==> config.mk <==
export PLATFORM = sky130hd
export DESIGN_NAME = cssu_clock_ctrl
export DESIGN_NICKNAME = d
export VERILOG_FILES = /design/src/hw/cssu_clock_ctrl.v
export VERILOG_INCLUDE_DIRS = /design/src /design/src/include
export SDC_FILE = /design/constraint.sdc
export NUM_CORES = 1
export LEC_CHECK = 0
export ABC_AREA = 1
export BUFFER_PORTS_ARGS = -buffer_cell sky130_fd_sc_hd__clkbuf_2
export CAP_MARGIN = 40
export CORE_MARGIN = 2
export CORE_UTILIZATION = 50
export CTS_BUF_LIST = sky130_fd_sc_hd__clkbuf_4 sky130_fd_sc_hd__clkbuf_8
export DETAILED_ROUTE_END_ITERATION = 16
export GPL_TIMING_DRIVEN = 0
export PLACE_DENSITY = 0.86
export SYNTH_ARGS = -nofsm -noshare
export SYNTH_HDL_FRONTEND = slang
export SYNTH_SLANG_ARGS = --single-unit
==> constraint.sdc <==
create_clock -name i_clk -period 1.7 [get_ports i_clk]
set_clock_uncertainty 0.05 [all_clocks]
set_input_delay 0.17 -clock i_clk [delete_from_list [all_inputs] [get_ports i_clk]]
set_output_delay 0.17 -clock i_clk [all_outputs]
set_load 0.005 [all_outputs]
==> src/include/cssu_regs.vh <==
`ifndef CSSU_REGS_VH
`define CSSU_REGS_VH

// ****************************************
// Register map (Avalon-MM, word addresses)
// ****************************************
`define CSSU_ADDR_W          2
`define CSSU_ADDR_CTRL       2'h0
`define CSSU_ADDR_STAT       2'h1
`define CSSU_ADDR_CFG        2'h2

// Control register fields
`define CSSU_CTRL_PLL_REQ    0
`define CSSU_CTRL_SLEEP      1
`define CSSU_CTRL_WAKE       2

// Config register fields
`define CSSU_CFG_MODE_LSB    0
`define CSSU_CFG_MODE_MSB    2
`define CSSU_CFG_TWO_SPEED   3

// Status register fields
`define CSSU_STAT_PLL_RDY    0
`define CSSU_STAT_OSC_DONE   1
`define CSSU_STAT_ON_XTAL    2
`define CSSU_STAT_ASLEEP     3
`define CSSU_STAT_RUNNING    4
`define CSSU_STAT_INT_RDY    5

// ****************************************
// Oscillator modes
// ****************************************
`define CSSU_MODE_LP         3'h0
`define CSSU_MODE_XT         3'h1
`define CSSU_MODE_HS         3'h2
`define CSSU_MODE_EXT        3'h3
`define CSSU_MODE_INT        3'h4

// ****************************************
// Timing
// ****************************************
`define CSSU_OSC_COUNT       11'h400
`define CSSU_PLL_LOCK_CYC    8'h10
`define CSSU_CFG_RESET       4'h4

`endif

==> src/hw/cssu_clock_ctrl.v <==
// How it works
// - Status register shows ready flag per source
// - PLL ready sets/clears after the lock delay elapses
// - Crystal modes run 1024-cycle startup timer
// - Two-speed wake runs on internal clock
// - Non-crystal modes disable two-speed startup
// - Timer done sets flag, moves to crystal
// - Sleep aborts timer, flag stays clear
`timescale 1ns/1ps
`default_nettype none
`include "cssu_regs.vh"

module cssu_clock_ctrl #(
    parameter CNT_W = 11
)(
    // Clock, reset, enable
    input  wire        i_clk,
    input  wire        i_nrst,
    input  wire        i_ce,
    // Crystal oscillator, asynchronous to i_clk
    input  wire        i_xtal_osc,
    // Avalon-MM slave
    input  wire [1:0]  i_avs_address,
    input  wire        i_avs_read,
    input  wire        i_avs_write,
    input  wire [31:0] i_avs_writedata,
    output reg  [31:0] o_avs_readdata,
    output wire        o_avs_waitrequest,
    // Clock selection to the clock tree
    output reg         o_sel_xtal,
    output reg         o_sel_pll,
    output reg         o_cpu_run
);

    // ****************************************
    // Reset synchroniser
    // ****************************************
    reg rst_s1_reg;
    reg rst_s2_reg;
    always @(posedge i_clk or negedge i_nrst)
    begin
        if (!i_nrst)
        begin
            rst_s1_reg <= 1'b0;
            rst_s2_reg <= 1'b0;
        end
        else
        begin
            rst_s1_reg <= 1'b1;
            rst_s2_reg <= rst_s1_reg;
        end
    end
    wire nrst = rst_s2_reg;

    // ****************************************
    // Crystal input synchroniser and edge count
    // ****************************************
    reg xs1_reg;
    reg xs2_reg;
    reg xs3_reg;
    reg xlvl_reg;
    always @(posedge i_clk or negedge nrst)
    begin
        if (!nrst)
        begin
            xs1_reg  <= 1'b0;
            xs2_reg  <= 1'b0;
            xs3_reg  <= 1'b0;
            xlvl_reg <= 1'b0;
        end
        else if (i_ce)
        begin
            xs1_reg <= i_xtal_osc;
            xs2_reg <= xs1_reg;
            xs3_reg <= xs2_reg;
            if (xs2_reg == xs3_reg)
                xlvl_reg <= xs3_reg;
        end
    end
    // A rise is counted only once two stages agree
    wire x_rise = (xs2_reg == xs3_reg) && xs3_reg && !xlvl_reg;

    // ****************************************
    // Registers and state
    // ****************************************
    localparam ST_RUN_INT  = 2'h0;
    localparam ST_WAIT_OSC = 2'h1;
    localparam ST_RUN_XTAL = 2'h2;
    localparam ST_SLEEP    = 2'h3;

    reg [1:0]       state_reg;
    reg [1:0]       state_next;
    reg [3:0]       cfg_reg;
    reg [CNT_W-1:0] ost_reg;
    reg             osc_done_reg;
    reg             pll_req_reg;
    reg             pll_rdy_reg;
    reg [7:0]       pll_cnt_reg;

    wire [2:0] mode = cfg_reg[`CSSU_CFG_MODE_MSB:`CSSU_CFG_MODE_LSB];
    wire xtal_mode = (mode == `CSSU_MODE_LP) || (mode == `CSSU_MODE_XT)
                     || (mode == `CSSU_MODE_HS);
    // Two-speed only with the config bit and a crystal mode
    wire two_speed = xtal_mode && cfg_reg[`CSSU_CFG_TWO_SPEED];
    wire ost_full  = (ost_reg == `CSSU_OSC_COUNT);

    wire wr_ctrl = i_avs_write && (i_avs_address == `CSSU_ADDR_CTRL);
    wire wr_cfg  = i_avs_write && (i_avs_address == `CSSU_ADDR_CFG);
    wire do_sleep = wr_ctrl && i_avs_writedata[`CSSU_CTRL_SLEEP];
    wire do_wake  = wr_ctrl && i_avs_writedata[`CSSU_CTRL_WAKE];

    // ****************************************
    // Start-up sequencer
    // ****************************************
    always @*
    begin
        state_next = state_reg;
        case (state_reg)
            ST_RUN_INT:
            begin
                if (do_sleep)
                    state_next = ST_SLEEP;
                else if (xtal_mode && ost_full)
                    state_next = ST_RUN_XTAL;
            end
            ST_WAIT_OSC:
            begin
                if (do_sleep)
                    state_next = ST_SLEEP;
                else if (ost_full)
                    state_next = ST_RUN_XTAL;
            end
            ST_RUN_XTAL:
            begin
                if (do_sleep)
                    state_next = ST_SLEEP;
                else if (!xtal_mode)
                    state_next = ST_RUN_INT;
            end
            ST_SLEEP:
            begin
                if (do_wake)
                begin
                    // Two-speed resumes on the RC clock at once
                    if (!xtal_mode || two_speed)
                        state_next = ST_RUN_INT;
                    else
                        state_next = ST_WAIT_OSC;
                end
            end
            default:
                state_next = ST_RUN_INT;
        endcase
    end

    always @(posedge i_clk or negedge nrst)
    begin
        if (!nrst)
        begin
            state_reg    <= ST_RUN_INT;
            cfg_reg      <= `CSSU_CFG_RESET;
            ost_reg      <= {CNT_W{1'b0}};
            osc_done_reg <= 1'b0;
            pll_req_reg  <= 1'b0;
            pll_rdy_reg  <= 1'b0;
            pll_cnt_reg  <= 8'h00;
        end
        else if (i_ce)
        begin
            state_reg <= state_next;
            if (wr_cfg)
                cfg_reg <= i_avs_writedata[`CSSU_CFG_TWO_SPEED:`CSSU_CFG_MODE_LSB];
            if (wr_ctrl)
                pll_req_reg <= i_avs_writedata[`CSSU_CTRL_PLL_REQ];
            // Sleep aborts the count and keeps the flag low
            if (state_next == ST_SLEEP || !xtal_mode)
            begin
                ost_reg      <= {CNT_W{1'b0}};
                osc_done_reg <= 1'b0;
            end
            else if (!ost_full && x_rise)
                ost_reg <= ost_reg + 1'b1;
            else if (ost_full)
                osc_done_reg <= 1'b1;
            // PLL flag changes only after the lock delay elapses
            if (pll_req_reg == pll_rdy_reg)
                pll_cnt_reg <= 8'h00;
            else if (pll_cnt_reg == `CSSU_PLL_LOCK_CYC)
            begin
                pll_rdy_reg <= pll_req_reg;
                pll_cnt_reg <= 8'h00;
            end
            else
                pll_cnt_reg <= pll_cnt_reg + 8'h01;
        end
    end

    // ****************************************
    // Outputs and register reads
    // ****************************************
    always @(posedge i_clk or negedge nrst)
    begin
        if (!nrst)
        begin
            o_sel_xtal     <= 1'b0;
            o_sel_pll      <= 1'b0;
            o_cpu_run      <= 1'b0;
            o_avs_readdata <= 32'h00000000;
        end
        else if (i_ce)
        begin
            o_sel_xtal <= (state_reg == ST_RUN_XTAL);
            o_sel_pll  <= pll_rdy_reg && (state_reg != ST_RUN_XTAL);
            o_cpu_run  <= (state_reg == ST_RUN_INT) || (state_reg == ST_RUN_XTAL);
            case (i_avs_address)
                `CSSU_ADDR_CTRL: o_avs_readdata <= {31'h0, pll_req_reg};
                `CSSU_ADDR_STAT: o_avs_readdata <= {26'h0,
                    !pll_rdy_reg,
                    (state_reg == ST_RUN_INT) || (state_reg == ST_RUN_XTAL),
                    (state_reg == ST_SLEEP),
                    (state_reg == ST_RUN_XTAL),
                    osc_done_reg,
                    pll_rdy_reg};
                `CSSU_ADDR_CFG:  o_avs_readdata <= {28'h0, cfg_reg};
                default:         o_avs_readdata <= 32'h00000000;
            endcase
        end
    end

    // Fixed one-wait-state reads; writes complete at once
    reg rd_wait_reg;
    always @(posedge i_clk or negedge nrst)
    begin
        if (!nrst)
            rd_wait_reg <= 1'b0;
        else if (i_ce)
            rd_wait_reg <= i_avs_read && !rd_wait_reg;
    end
    assign o_avs_waitrequest = i_avs_read && !rd_wait_reg;

endmodule
`default_nettype wire

## After elaboration in Yosys (flattened, before gate mapping)

Cells that the tools add are included.

- $add $sub $neg: 2
- Eq/ne operators: 14
- Muxes and demuxes: 17
- Bitwise logic cells: 1
- Reduce and logical (&&, ||, !) cells: 32

Operators by type and width:

| cell | count |
|---|---|
| $mux W11 | 2 |
| $pmux W6 S3 | 1 |
| $mux W8 | 2 |
| $mux W2 | 7 |
| $add A11 B1 Y11 const B | 1 |
| $eq A11 B11 Y1 const B | 1 |
| $logic_and A1 B1 Y1 | 11 |
| $add A8 B1 Y8 const B | 1 |
| $eq A2 B2 Y1 const B | 4 |
| $eq A8 B5 Y1 const B | 1 |
| $pmux W2 S4 | 1 |
| $reduce_and A2 Y1 | 4 |
| $reduce_and A3 Y1 | 2 |
| $logic_not A1 Y1 | 5 |
| $logic_or A1 B1 Y1 | 5 |
| $eq A2 B1 Y1 const B | 2 |
| $logic_not A2 Y1 | 2 |
| $mux W1 | 4 |
| $ne A2 B2 Y1 const B | 2 |
| $reduce_bool A2 Y1 | 2 |
| $eq A3 B1 Y1 const B | 1 |
| $eq A3 B2 Y1 const B | 1 |
| $logic_not A3 Y1 | 1 |
| $eq A1 B1 Y1 | 2 |
| $not A1 Y1 | 1 |

- Bits in registers: 70
- Input port bits: 40
- Output and inout port bits: 36

## Depth between registers and ports, before layout

Gate-level depths: netlist of the first run.

- Word-level depth: 12
- Gate-level depth with buffers: 14
- Gate-level depth less buffers: 14

## Worst setup path before layout of the first run

Ideal clock, no wire load.

- Kind: flip-flop to flip-flop
- Start point: reg ost_reg[0]
- End point: reg ost_reg[3]
- Library setup time: 0.127 ns
- Arrival: 1.433 ns
- Data required time: 1.523 ns
- Slack: 0.089 ns
- Stages on the path, launching flop included: 12
- Path buffers: 0
- Clock period less this slack: 1.611 ns
- Path through: dfrtp_1 > inv_1 > ha_1 > inv_1 > nor2_1 > nand3_1 > o21ai_0 > nand2_1 > nand3_2 > nand2_2 > a21oi_4 > nor2_1

- Cells in the longest elaborated chain, start to end: 9
- Elaborated cells on any way between the ends: 16
- Those cells by class: 1 x add/sub; 2 x eq/ne; 7 x mux; 6 x reduce/logical

Ends and longest elaborated chain:

| what | RTL line | source |
|---|---|---|
| start: declaration | cssu_clock_ctrl.v:94 | `reg [CNT_W-1:0] ost_reg;` |
| start signal: assignment | cssu_clock_ctrl.v:162 | `ost_reg <= {CNT_W{1'b0}};` |
| start signal: assignment | cssu_clock_ctrl.v:178 | `ost_reg <= {CNT_W{1'b0}};` |
| start signal: assignment | cssu_clock_ctrl.v:182 | `ost_reg <= ost_reg + 1'b1;` |
| $eq A11 B11 Y1 (no line) | n/a |  |
| $logic_and A1 B1 Y1 | cssu_clock_ctrl.v:123 | `else if (xtal_mode && ost_full)` |
| $mux W2 | cssu_clock_ctrl.v:123 |  |
| $mux W2 | cssu_clock_ctrl.v:121 | `if (do_sleep)` |
| $pmux W2 S4 | cssu_clock_ctrl.v:118 | `case (state_reg)` |
| $eq A2 B2 Y1 | cssu_clock_ctrl.v:176 | `if (state_next == ST_SLEEP \|\| !xtal_mode)` |
| $logic_or A1 B1 Y1 | cssu_clock_ctrl.v:176 |  |
| $reduce_bool A2 Y1 (no line) | n/a |  |
| $reduce_and A2 Y1 (no line) | n/a |  |

Parallel ways exist; a longest one is shown, timed or not. The select of a mux whose other input is x is not followed.
A chain may end at the register's enable or synchronous reset.

## Worst setup path after layout of the first run

- Start point: reg ost_reg[0]
- End point: reg ost_reg[0]

Same word-level chain as after synthesis.

==> run_results.csv, run 1 <==
group,metric,value,unit
status,status,"complete, but fails checks",
status,violations,"negative setup slack",
pwr,switchingPower,0.9162,mW
cts,clock_latency,0.30,ns
sta,slew_viol_final,0,
global_routing,grt_max_degree,28,
synth,ys_seq_area_share,45.18,%
pwr,swShare,32.16,%
sta,min_period_over_period,106.5,%
finish,final_util,65.06,%
synth,synth_top_flop_cell,"dfrtp_1",
finish,largest_reg_flops,11,
synth,syn-instance-count,299,
floorplanning,initial_utilization,51.66,%
sta,final-setup-viol-count,13,
critical_path,crit_path_frequent_cell,"nand2_1",
critical_path,crit_path_max_fanout,4,
synth,synth_top_area_share,44.10,%
synth,yosysMostFrequentCell,"nand2_1",
sta,fmax,552.4,MHz
floorplanning,die_w,73.86,um
drt,vias_per_cell,5.002,
placed_design,dpl.hpwl,3.596,mm
finish,final_cells,436,
sta,hold_violations,0,
finish,fin_nets,413,
critical_path,critPathCaptureType,"flip-flop",
critical_path,crit_type,"flip-flop to flip-flop",
drt,drc_errors,0,
synth,syn_area_per_cell,8.160,um2
floorplanning,ios,76,
cts,cts_num_sinks,44,
placed_design,dp.cells,412,
cts,h-tree-depth,2,
critical_path,crit_required,1.90,ns
synth,ys_warn_count,0,
cts,cts-root-buf,"clkbuf_8",
floorplanning,die_y,73.86,um
cts,cts_made_buffers,5,
pwr,p_int,1.933,mW
placed_design,pre_cts_slack,-0.1231,ns
cts,tritoncts,"built",
cts,path_clk_slew,0.08,ns
sta,fin_hold_ws,0.03265,ns
synth,synthArstFlopShare,100.0,%
critical_path,cp_top_family,"simple AND/OR/NAND/NOR gates",
synth,syn-cell-area,2440,um2
synth,ys_seq_elements,44,
flow_run,drv_cap,0,
sta,postLayoutSetupSlackWorst,-0.1103,ns
sta,setup_tns,-0.7880,ns
synth,yosysTopAreaCell,"dfrtp_1",
finish,diodes,0,
finish,area_delta_synth_final,25.95,%
critical_path,cpMaxStageDelayCell,"dfrtp_1",
synth,yosys-top-cells-count,"nand2_1 (68), dfrtp_1 (43), nor2_1 (38)",
drt,vias,2181,
pwr,p_seq_share,45.3,%
pwr,p_per_area,927.0,nW/um2
critical_path,worstSetupStartpointType,"flip-flop",
global_routing,grt_usage,20.10,%
finish,drive_above_1_share,29.00,%
global_routing,antenna_found_initial,0,
sta,fin_crit,1.810,ns
placed_design,port_buffers,20,
critical_path,arrival,2.01,ns
pwr,total_leakage_power,1.575,nW
placed_design,gp_congestion,0.8326,
drt,wl_per_cell,12.66,um
floorplanning,die_area,5455,um2
drt,ant_nets,0,
critical_path,max_stage_delay,0.41,ns
drt,wirelength,5.520,mm
drt,dr.pass1.iters,4,
floorplanning,rows,25,
pwr,p_comb_share,26.3,%
critical_path,critPathBufInv,1,
floorplanning,core,4723,um2
global_routing,grt_pass1_wl,8.438,mm
synth,synthTopCellsByArea,"dfrtp_1 (44%), nand2_1 (10%), buf_4 (8.0%)",
pwr,peakVddDrop,0.0006263,V
global_routing,grt_pass1_vias,1961,
worst_hold_path,min_path_type,"input port to flip-flop",
drt,drtIter0Drc,130,
synth,synth.distinct_cells,33,
synth,synth_edf_count,0,
pwr,pwr-share-clk,28.3,%
critical_path,cp_cell_sequence,"inv_2 > ha_4 > nand2_2 > nor2_2 > nand2_2 > nand2_1 > nand2_1 > nand2_1 > nand2_2 > nand2_4 > nand2_4 > nor2_4 > nand2_1 > nand2_1",
cts,clock_path_buffers,2,
global_routing,grt_overflow,0,
sta,rsz0062_at_grt,"true",
-- kinds of logic after synthesis --
logic type / Yosys count / synth area share, %
compound gates: 34 / 8.308
mux: 2 / 0.9230
other cells: 2 / 0.3078
fa+ha+maj: 5 / 2.564
buf+inv: 60 / 13.28
simple gates: 141 / 25.49
flops: 44 / 45.18
xor+xnor: 11 / 3.949
-- per-stage QoR --
stage	power (mW)	area, um2
2_1_floorplan	1.695	2534
5_1_grt	3.004	3073
4_1_cts	2.734	2925
3_5_place_dp	1.872	2739
3_3_place_gp	1.838	2718
6_report	2.849	3073
-- path summary, 6_finish.rpt --
kind	slack, ns	depth (start not counted)	endpoint	from
min in group asynchronous	0.14	2	nrst	i_nrst
worst max register to register	-0.11	14	ost_reg[0]	ost_reg[0]
max in group asynchronous	0.99	1	pll_cnt_reg[4]	nrst
worst min-delay path	0.03	3	xs1_reg	i_xtal_osc
worst min register to register	0.14	0	o_cpu_run	nrst
worst max-delay path	-0.11	14	ost_reg[0]	ost_reg[0]
-- worst min-delay path: cells and delay by family --
kind / cells / cell delay, ns
simple gates: 2 / 0.10
buf+inv: 1 / 0.08
-- per-layer routing --
metal	wire length (um)	part of all wire [%]	up-vias	global-route usage (%)
li1	-	-	1031	-
met1	2202	40	1027	24.40
met2	2752	50	102	33.33
met3	391	7.1	21	4.390
met4	174	3.2	0	10.51
met5	0	0	-	0
-- cell type report --
cell class | instances | area [um2]
Tap cell | 67 | 83.83
Clock inverter | 3 | 42.54
Multi-Input combinational cell | 221 | 1206
Clock buffer | 5 | 68.82
Timing Repair Buffer | 36 | 242.7
Fill cell | 359 | 1650
Sequential cell | 44 | 1105
Buffer | 30 | 211.5
Inverter | 30 | 112.6
-- repair_timing --
| item | CTS | global route |
|---|---|---|
| setup endpoints to repair | 15 | 16 |
| buffers inserted | 3 | 11 |
| hold endpoints to repair | 2 | 0 |
| cloned | 1 | 0 |
| pin swaps | 6 | 21 |
| hold buffers | 1 | 0 |
| gates resized for setup | 8 | 20 |
-- power by group through the flow --
stage / combinational, mW / clock, mW / sequential (mW)
detailed placement: 0.564 / 0 / 1.31
global placement: 0.526 / 0 / 1.31
floorplan: 0.401 / 0 / 1.29
finish: 0.750 / 0.807 / 1.29
CTS: 0.637 / 0.811 / 1.29
global route: 0.838 / 0.856 / 1.31
-- placed cells by master, fill, tap and decap left out, types with 11 or more instances in the layout --
cell type,Yosys,routed
xor2_1,11,11
conb_1,2,27
clkbuf_2,0,20
nand3_1,16,13
nand2_1,68,63
dfrtp_1,43,41
nor2_1,38,34
inv_1,29,26
buf_4,26,38
o21ai_0,18,17
(Power assumes the default switching activity.)
==> inputs of run 2 (changes only) <==
--- a/config.mk
+++ b/config.mk
@@ -6,15 +6,14 @@
 export SDC_FILE = /design/constraint.sdc
 export NUM_CORES = 1
 export LEC_CHECK = 0
-export ABC_AREA = 1
-export BUFFER_PORTS_ARGS = -buffer_cell sky130_fd_sc_hd__clkbuf_2
+export BUFFER_PORTS_ARGS = -buffer_cell sky130_fd_sc_hd__buf_2
 export CAP_MARGIN = 40
-export CORE_MARGIN = 2
+export CORE_MARGIN = 4
 export CORE_UTILIZATION = 50
 export CTS_BUF_LIST = sky130_fd_sc_hd__clkbuf_4 sky130_fd_sc_hd__clkbuf_8
 export DETAILED_ROUTE_END_ITERATION = 16
 export GPL_TIMING_DRIVEN = 0
-export PLACE_DENSITY = 0.86
+export PLACE_DENSITY = 0.87
 export SYNTH_ARGS = -nofsm -noshare
 export SYNTH_HDL_FRONTEND = slang
 export SYNTH_SLANG_ARGS = --single-unit
==> run 2 against run 1 <==
Against the previous run: the run still ends with negative setup slack left; critical endpoint is now pll_rdy_reg; critical path depth fell by 9; final cell count fell by 19%; flip-flop and latch count did not move; maximum frequency fell by 9.3%; sequential power barely moved; die area rose by 6.8%; largest cell class unchanged; count of clock-buffer cells in the layout did not move; synthesized cell count fell by 22%.
==> run_results.csv, run 2 <==
group,metric,value,unit
status,status,"complete, but fails checks",
status,violations,"negative setup slack",
critical_path,crit_type,"flip-flop to flip-flop",
critical_path,crit_path_max_fanout,2,
global_routing,grt_overflow,0,
pwr,p_comb_share,26.5,%
synth,yosysTopAreaCell,"dfrtp_1",
drt,wl_per_cell,15.26,um
finish,final_area,2972,um2
cts,clock_path_buffers,2,
pwr,total_power,2.837,mW
synth,synthArstFlopShare,100.0,%
pwr,p_int,1.971,mW
global_routing,grt_pass1_vias,1833,
cts,cts_made_buffers,5,
drt,dr.pass1.iters,4,
global_routing,grt_pass1_wl,8.500,mm
drt,wirelength,5.358,mm
synth,synth.distinct_cells,46,
drt,vias,1869,
pwr,total_leakage_power,1.364,nW
cts,tritoncts,"built",
pwr,swShare,30.53,%
floorplanning,initial_utilization,52.51,%
synth,ys_seq_area_share,47.24,%
critical_path,crit_required,1.85,ns
floorplanning,die_w,76.32,um
pwr,peakVddDrop,0.0008011,V
synth,synth_edf_count,0,
cts,cts_num_sinks,44,
drt,vias_per_cell,5.325,
cts,cts-root-buf,"clkbuf_8",
sta,fmax,500.9,MHz
floorplanning,rows,24,
finish,largest_reg_flops,11,
finish,final_common_cell,"dfrtp_1",
sta,tightestPinTransition,0.6019,ns
critical_path,worstReg2RegEnd,"pll_rdy_reg",
placed_design,port_buffers,21,
critical_path,critPathCaptureType,"flip-flop",
sta,rsz0062_at_grt,"true",
global_routing,grt_max_degree,33,
pwr,pwr-share-clk,28.6,%
critical_path,rrSetupSlack,-0.30,ns
sta,postLayoutSetupSlackWorst,-0.2962,ns
sta,min_period_over_period,117.4,%
sta,hold_violations,0,
sta,fin_crit,1.996,ns
floorplanning,die_area,5824,um2
finish,area_delta_synth_final,27.35,%
cts,clock_latency,0.31,ns
synth,yosysMostFrequentCell,"dfrtp_1",
synth,syn-cell-area,2333,um2
finish,drive_above_1_share,35.12,%
critical_path,rr_worst_depth,5,
drt,drc_errors,0,
synth,synth_top_flop_cell,"dfrtp_1",
floorplanning,ios,76,
floorplanning,die_y,76.32,um
cts,h-tree-depth,2,
synth,synthTopCellsByArea,"dfrtp_1 (46%), buf_4 (8.4%), mux2_2 (4.8%)",
finish,fin_nets,343,
placed_design,gp_congestion,0.8463,
pwr,p_seq_share,44.9,%
synth,ys_warn_count,0,
placed_design,pre_cts_slack,-0.3202,ns
sta,slew_headroom,59.78,%
pwr,switchingPower,0.8659,mW
critical_path,worstSetupStartpointType,"flip-flop",
finish,final_util,66.86,%
global_routing,grt_usage,17.71,%
critical_path,arrival,2.14,ns
sta,slew_viol_final,0,
worst_hold_path,min_path_type,"input port to flip-flop",
floorplanning,core,4444,um2
drt,ant_nets,0,
critical_path,crit_path_end,"pll_rdy_reg",
finish,diodes,0,
cts,path_clk_slew,0.09,ns
drt,drtIter0Drc,120,
critical_path,worstSetupStartpoint,"pll_cnt_reg[1]",
synth,ys_seq_elements,44,
global_routing,antenna_found_initial,0,
critical_path,r2r_start,"pll_cnt_reg[1]",
placed_design,dp.cells,333,
synth,syn_area_per_cell,9.972,um2
placed_design,dpl.hpwl,3.388,mm
finish,final_cells,351,
synth,yosys-top-cells-count,"dfrtp_1 (43), nor2_1 (27), buf_4 (26)",
synth,synth_top_area_share,46.11,%
synth,syn-instance-count,234,
pwr,p_per_area,954.6,nW/um2
placed_design,place_area,2638,um2
finish,layout_common_cells,"dfrtp_1 (42), buf_4 (32), conb_1 (27), buf_2 (21), nor2_1 (20)",
sta,final-setup-viol-count,15,
flow_run,drv_cap,0,
[run 2: metrics by stage]
step	hold WS, ns	setup TNS [ns]
2_1_floorplan	-0.1756	-1.467
3_3_place_gp	-0.09534	-7.375
3_5_place_dp	-0.09450	-4.600
4_1_cts	0.04147	-1.796
5_1_grt	0.04506	-4.242
6_report	0.04008	-3.050
[run 2: area by class of cell]
cell class                 count  area [um2]
buffer                        31       217.7
inverter                      10       37.54
sequential                    44        1104
timing repair buffer          32       222.7
clock buffer                   5       68.82
fill                         325        1473
tap                           52       65.06
multi-input combinational    174        1214
clock inverter                 3       42.54
[run 2: worst min path at each step]
stage | depth (start not counted) | startpoint | slack, ns | endpoint
2_1_floorplan | 0 | i_nrst | -0.18 | nrst
3_3_place_gp | 1 | i_nrst | -0.1 | rst_s1_reg
4_1_cts | 2 | i_avs_writedata[3] | 0.04 | cfg_reg[3]
5_1_grt | 2 | i_avs_writedata[3] | 0.05 | cfg_reg[3]
3_5_place_dp | 1 | i_nrst | -0.09 | rst_s1_reg
6_report | 2 | i_avs_writedata[3] | 0.04 | cfg_reg[3]
[run 2: metal layers]
| metal | track usage, % | vias up | share of wire (%) |
|---|---|---|---|
| met3 | 5.437 | 9 | 7.3 |
| met1 | 22.16 | 903 | 41 |
| li1 | - | 875 | - |
| met5 | 0 | - | 0 |
| met2 | 28.65 | 82 | 51 |
| met4 | 6.884 | 0 | 1.3 |
[run 2: cell families (layout without fill, tap and decap cells)]
| logic type | after synthesis | in the layout | synth area share (%) |
|---|---|---|---|
| buf+inv | 41 | 81 | 10.83 |
| fa+ha+maj | 5 | 5 | 2.681 |
| compound gates | 26 | 26 | 7.669 |
| xor+xnor | 16 | 16 | 6.005 |
| flops | 44 | 44 | 47.24 |
| simple gates | 88 | 88 | 19.36 |
| other cells | 2 | 27 | 0.3218 |
| mux | 12 | 12 | 5.898 |
[run 2: critical path, stage by stage (launching register included)]
cell	delay [ns]
dfrtp_1	0.40
inv_2	0.08
ha_4	0.12
or4b_1	0.43
or4_4	0.47
mux2_4	0.33
[run 2: repair_timing]
| item | CTS | global route |
|---|---|---|
| pin swaps | 7 | 10 |
| hold endpoints to repair | 2 | 0 |
| setup endpoints to repair | 13 | 22 |
| setup buffers | 6 | 4 |
| hold buffers | 1 | 0 |
| gates resized for setup | 11 | 18 |
[run 2: power by group through the flow]
stage               clock network [mW]  registers, mW  logic, mW
floorplan                            0           1.28      0.389
finish                           0.812           1.27      0.752
CTS                              0.820           1.26      0.640
global route                     0.868           1.29      0.820
detailed placement                   0           1.30      0.515
global placement                     0           1.31      0.475
==> inputs of run 3 (changes only) <==
--- a/config.mk
+++ b/config.mk
@@ -6,14 +6,15 @@
 export SDC_FILE = /design/constraint.sdc
 export NUM_CORES = 1
 export LEC_CHECK = 0
-export BUFFER_PORTS_ARGS = -buffer_cell sky130_fd_sc_hd__buf_2
 export CAP_MARGIN = 40
 export CORE_MARGIN = 4
 export CORE_UTILIZATION = 50
 export CTS_BUF_LIST = sky130_fd_sc_hd__clkbuf_4 sky130_fd_sc_hd__clkbuf_8
 export DETAILED_ROUTE_END_ITERATION = 16
+export DONT_BUFFER_PORTS = 1
+export GPL_ROUTABILITY_DRIVEN = 1
 export GPL_TIMING_DRIVEN = 0
-export PLACE_DENSITY = 0.87
+export PLACE_DENSITY = 0.73
 export SYNTH_ARGS = -nofsm -noshare
 export SYNTH_HDL_FRONTEND = slang
 export SYNTH_SLANG_ARGS = --single-unit
==> run 3 against run 2 <==
Against the previous run: the run still ends with negative setup slack left; flip-flop and latch count is the same; register-to-register slack better by 0.05 ns; critical path depth unchanged; combinational power decreased by 12%; core utilization fell by 0.48 points; sequential share of layout area up 0.27 points; final area down 0.72%; global-route usage decreased by 0.38 points; sequential power about the same; critical endpoint unchanged; largest power group unchanged.
==> run_results.csv, run 3 (synthesis results as in run 2) <==
group,metric,value,unit
status,status,"complete, but fails checks",
status,violations,"negative setup slack",
sta,rsz0062_at_grt,"true",
sta,slew_headroom,57.33,%
critical_path,crit_path_max_fanout,2,
drt,vias,1766,
critical_path,crit_type,"flip-flop to flip-flop",
pwr,p_int,2.237,mW
flow_run,drv_cap,0,
finish,largest_reg_flops,11,
critical_path,cp_top_family,"simple AND/OR/NAND/NOR gates",
critical_path,critPathCaptureType,"flip-flop",
finish,ff_latch_area,1104,um2
finish,area_delta_synth_final,26.43,%
drt,drtIter0Drc,103,
sta,min_period_over_period,114.7,%
global_routing,grt_util_met2,27.94,%
pwr,swShare,26.41,%
cts,cts-root-buf,"clkbuf_8",
finish,fill_cells,342,
cts,cts_num_sinks,44,
finish,diodes,0,
sta,fin_hold_ws,0.02448,ns
cts,path_clk_slew,0.09,ns
floorplanning,initial_utilization,52.51,%
critical_path,cp_cell_sequence,"inv_2 > ha_1 > or4b_1 > or4_4 > mux2_4",
global_routing,busiest_layer,"met2",
finish,final_area,2950,um2
placed_design,place_area,2532,um2
global_routing,antenna_found_initial,0,
global_routing,grt_overflow,0,
finish,fin_nets,328,
sta,tightestPinTransition,0.6314,ns
cts,h-tree-depth,2,
drt,wirelength,4.900,mm
cts,clock_latency,0.30,ns
drt,vias_per_cell,5.256,
placed_design,gp_congestion,0.8306,
global_routing,grt_usage,17.33,%
sta,postLayoutSetupSlackWorst,-0.2491,ns
sta,fin_crit,1.949,ns
global_routing,grt_pass1_vias,1792,
floorplanning,rows,24,
critical_path,max_stage_delay,0.47,ns
worst_hold_path,min_path_type,"input port to flip-flop",
floorplanning,core,4444,um2
pwr,peakVddDrop,0.0008797,V
drt,drc_errors,0,
finish,multi_input_area,1197,um2
finish,final_common_cell,"dfrtp_1",
floorplanning,die_y,76.32,um
drt,wl_per_cell,14.58,um
global_routing,grt_max_degree,29,
critical_path,crit_required,1.85,ns
placed_design,dpl.hpwl,3.383,mm
placed_design,dp.cells,312,
cts,tritoncts,"built",
pwr,total_power,3.041,mW
finish,final_util,66.39,%
global_routing,met3_usage,5.556,%
critical_path,critPathBufInv,1,
sta,hold_violations,0,
drt,ant_nets,0,
finish,drive_above_1_share,28.87,%
floorplanning,die_area,5824,um2
finish,final_cells,336,
critical_path,worstSetupStartpointType,"flip-flop",
pwr,p_seq_share,41.9,%
pwr,p_comb_share,21.7,%
cts,clock_path_buffers,2,
floorplanning,ios,76,
global_routing,met1_usage,22.15,%
sta,final-setup-viol-count,13,
pwr,pwr-share-clk,36.4,%
floorplanning,die_w,76.32,um
pwr,total_leakage_power,1.321,nW
pwr,switchingPower,0.8031,mW
placed_design,port_buffers,0,
pwr,p_per_area,1031,nW/um2
cts,cts_made_buffers,5,
finish,layout_common_cells,"dfrtp_1 (42), buf_4 (34), conb_1 (27), nor2_1 (21), nand2_1 (19)",
critical_path,cpMaxStageDelayCell,"or4_4",
sta,slew_viol_final,0,
sta,fmax,513.1,MHz
global_routing,grt_pass1_wl,8.280,mm
critical_path,arrival,2.10,ns
drt,dr.pass1.iters,4,
[run 3: changes by cell type in the layout (fill, tap and decap cells not counted), sizes merged]
cell and change:
buf -21, dlygate4sd3 +6, bufinv +2, clkinv -1, clkinvlp -1
[run 3: cell type report]
type                       count  share of cell area, %
clock buffer                   5                  2.332
inverter                      10                  1.272
sequential                    44                  37.40
multi-input combinational    174                  40.59
tap                           52                  2.205
clock inverter                 3                  3.053
timing repair buffer          17                  5.768
buffer                        31                  7.379
[run 3: per-stage QoR]
step	TNS, ns	worst slack (ns)
3_5_place_dp	-3.561	-0.3248
5_1_grt	-3.270	-0.2979
4_1_cts	-2.156	-0.2406
6_report	-2.551	-0.2491
3_3_place_gp	-9.824	-0.2584
2_1_floorplan	-1.467	-0.2008
[run 3: per-layer routing]
metal | vias up | part of all wire, %
met2 | 58 | 47
met5 | - | 0
met4 | 0 | 1.2
li1 | 846 | -
met3 | 8 | 7.1
met1 | 854 | 44
[run 3: final timing paths]
kind	slack [ns]	depth (start not counted)	startpoint	end
worst max-delay path	-0.25	5	pll_cnt_reg[1]	pll_rdy_reg
worst min-delay path	0.02	2	i_avs_address[1]	o_avs_readdata[5]
worst max register to register	-0.25	5	pll_cnt_reg[1]	pll_rdy_reg
worst min register to register	0.13	0	nrst	ost_reg[8]
max in group asynchronous	0.94	1	nrst	cfg_reg[2]
min in group asynchronous	0.04	1	i_nrst	rst_s1_reg
[run 3: power groups by stage]
stage | Sequential, mW | Clock (mW) | Combinational, mW
final | 1.27 | 1.11 | 0.661
after floorplan | 1.28 | 0 | 0.389
after global routing | 1.29 | 1.17 | 0.735
after global placement | 1.32 | 0 | 0.439
after CTS | 1.27 | 1.12 | 0.600
after detailed placement | 1.31 | 0 | 0.476
[run 3: timing repair]
action,in CTS,in global routing
hold buffers,7,0
pin swaps,1,8
setup endpoints to repair,13,22
hold endpoints to repair,10,0
gates resized for setup,4,19
setup buffers,6,3
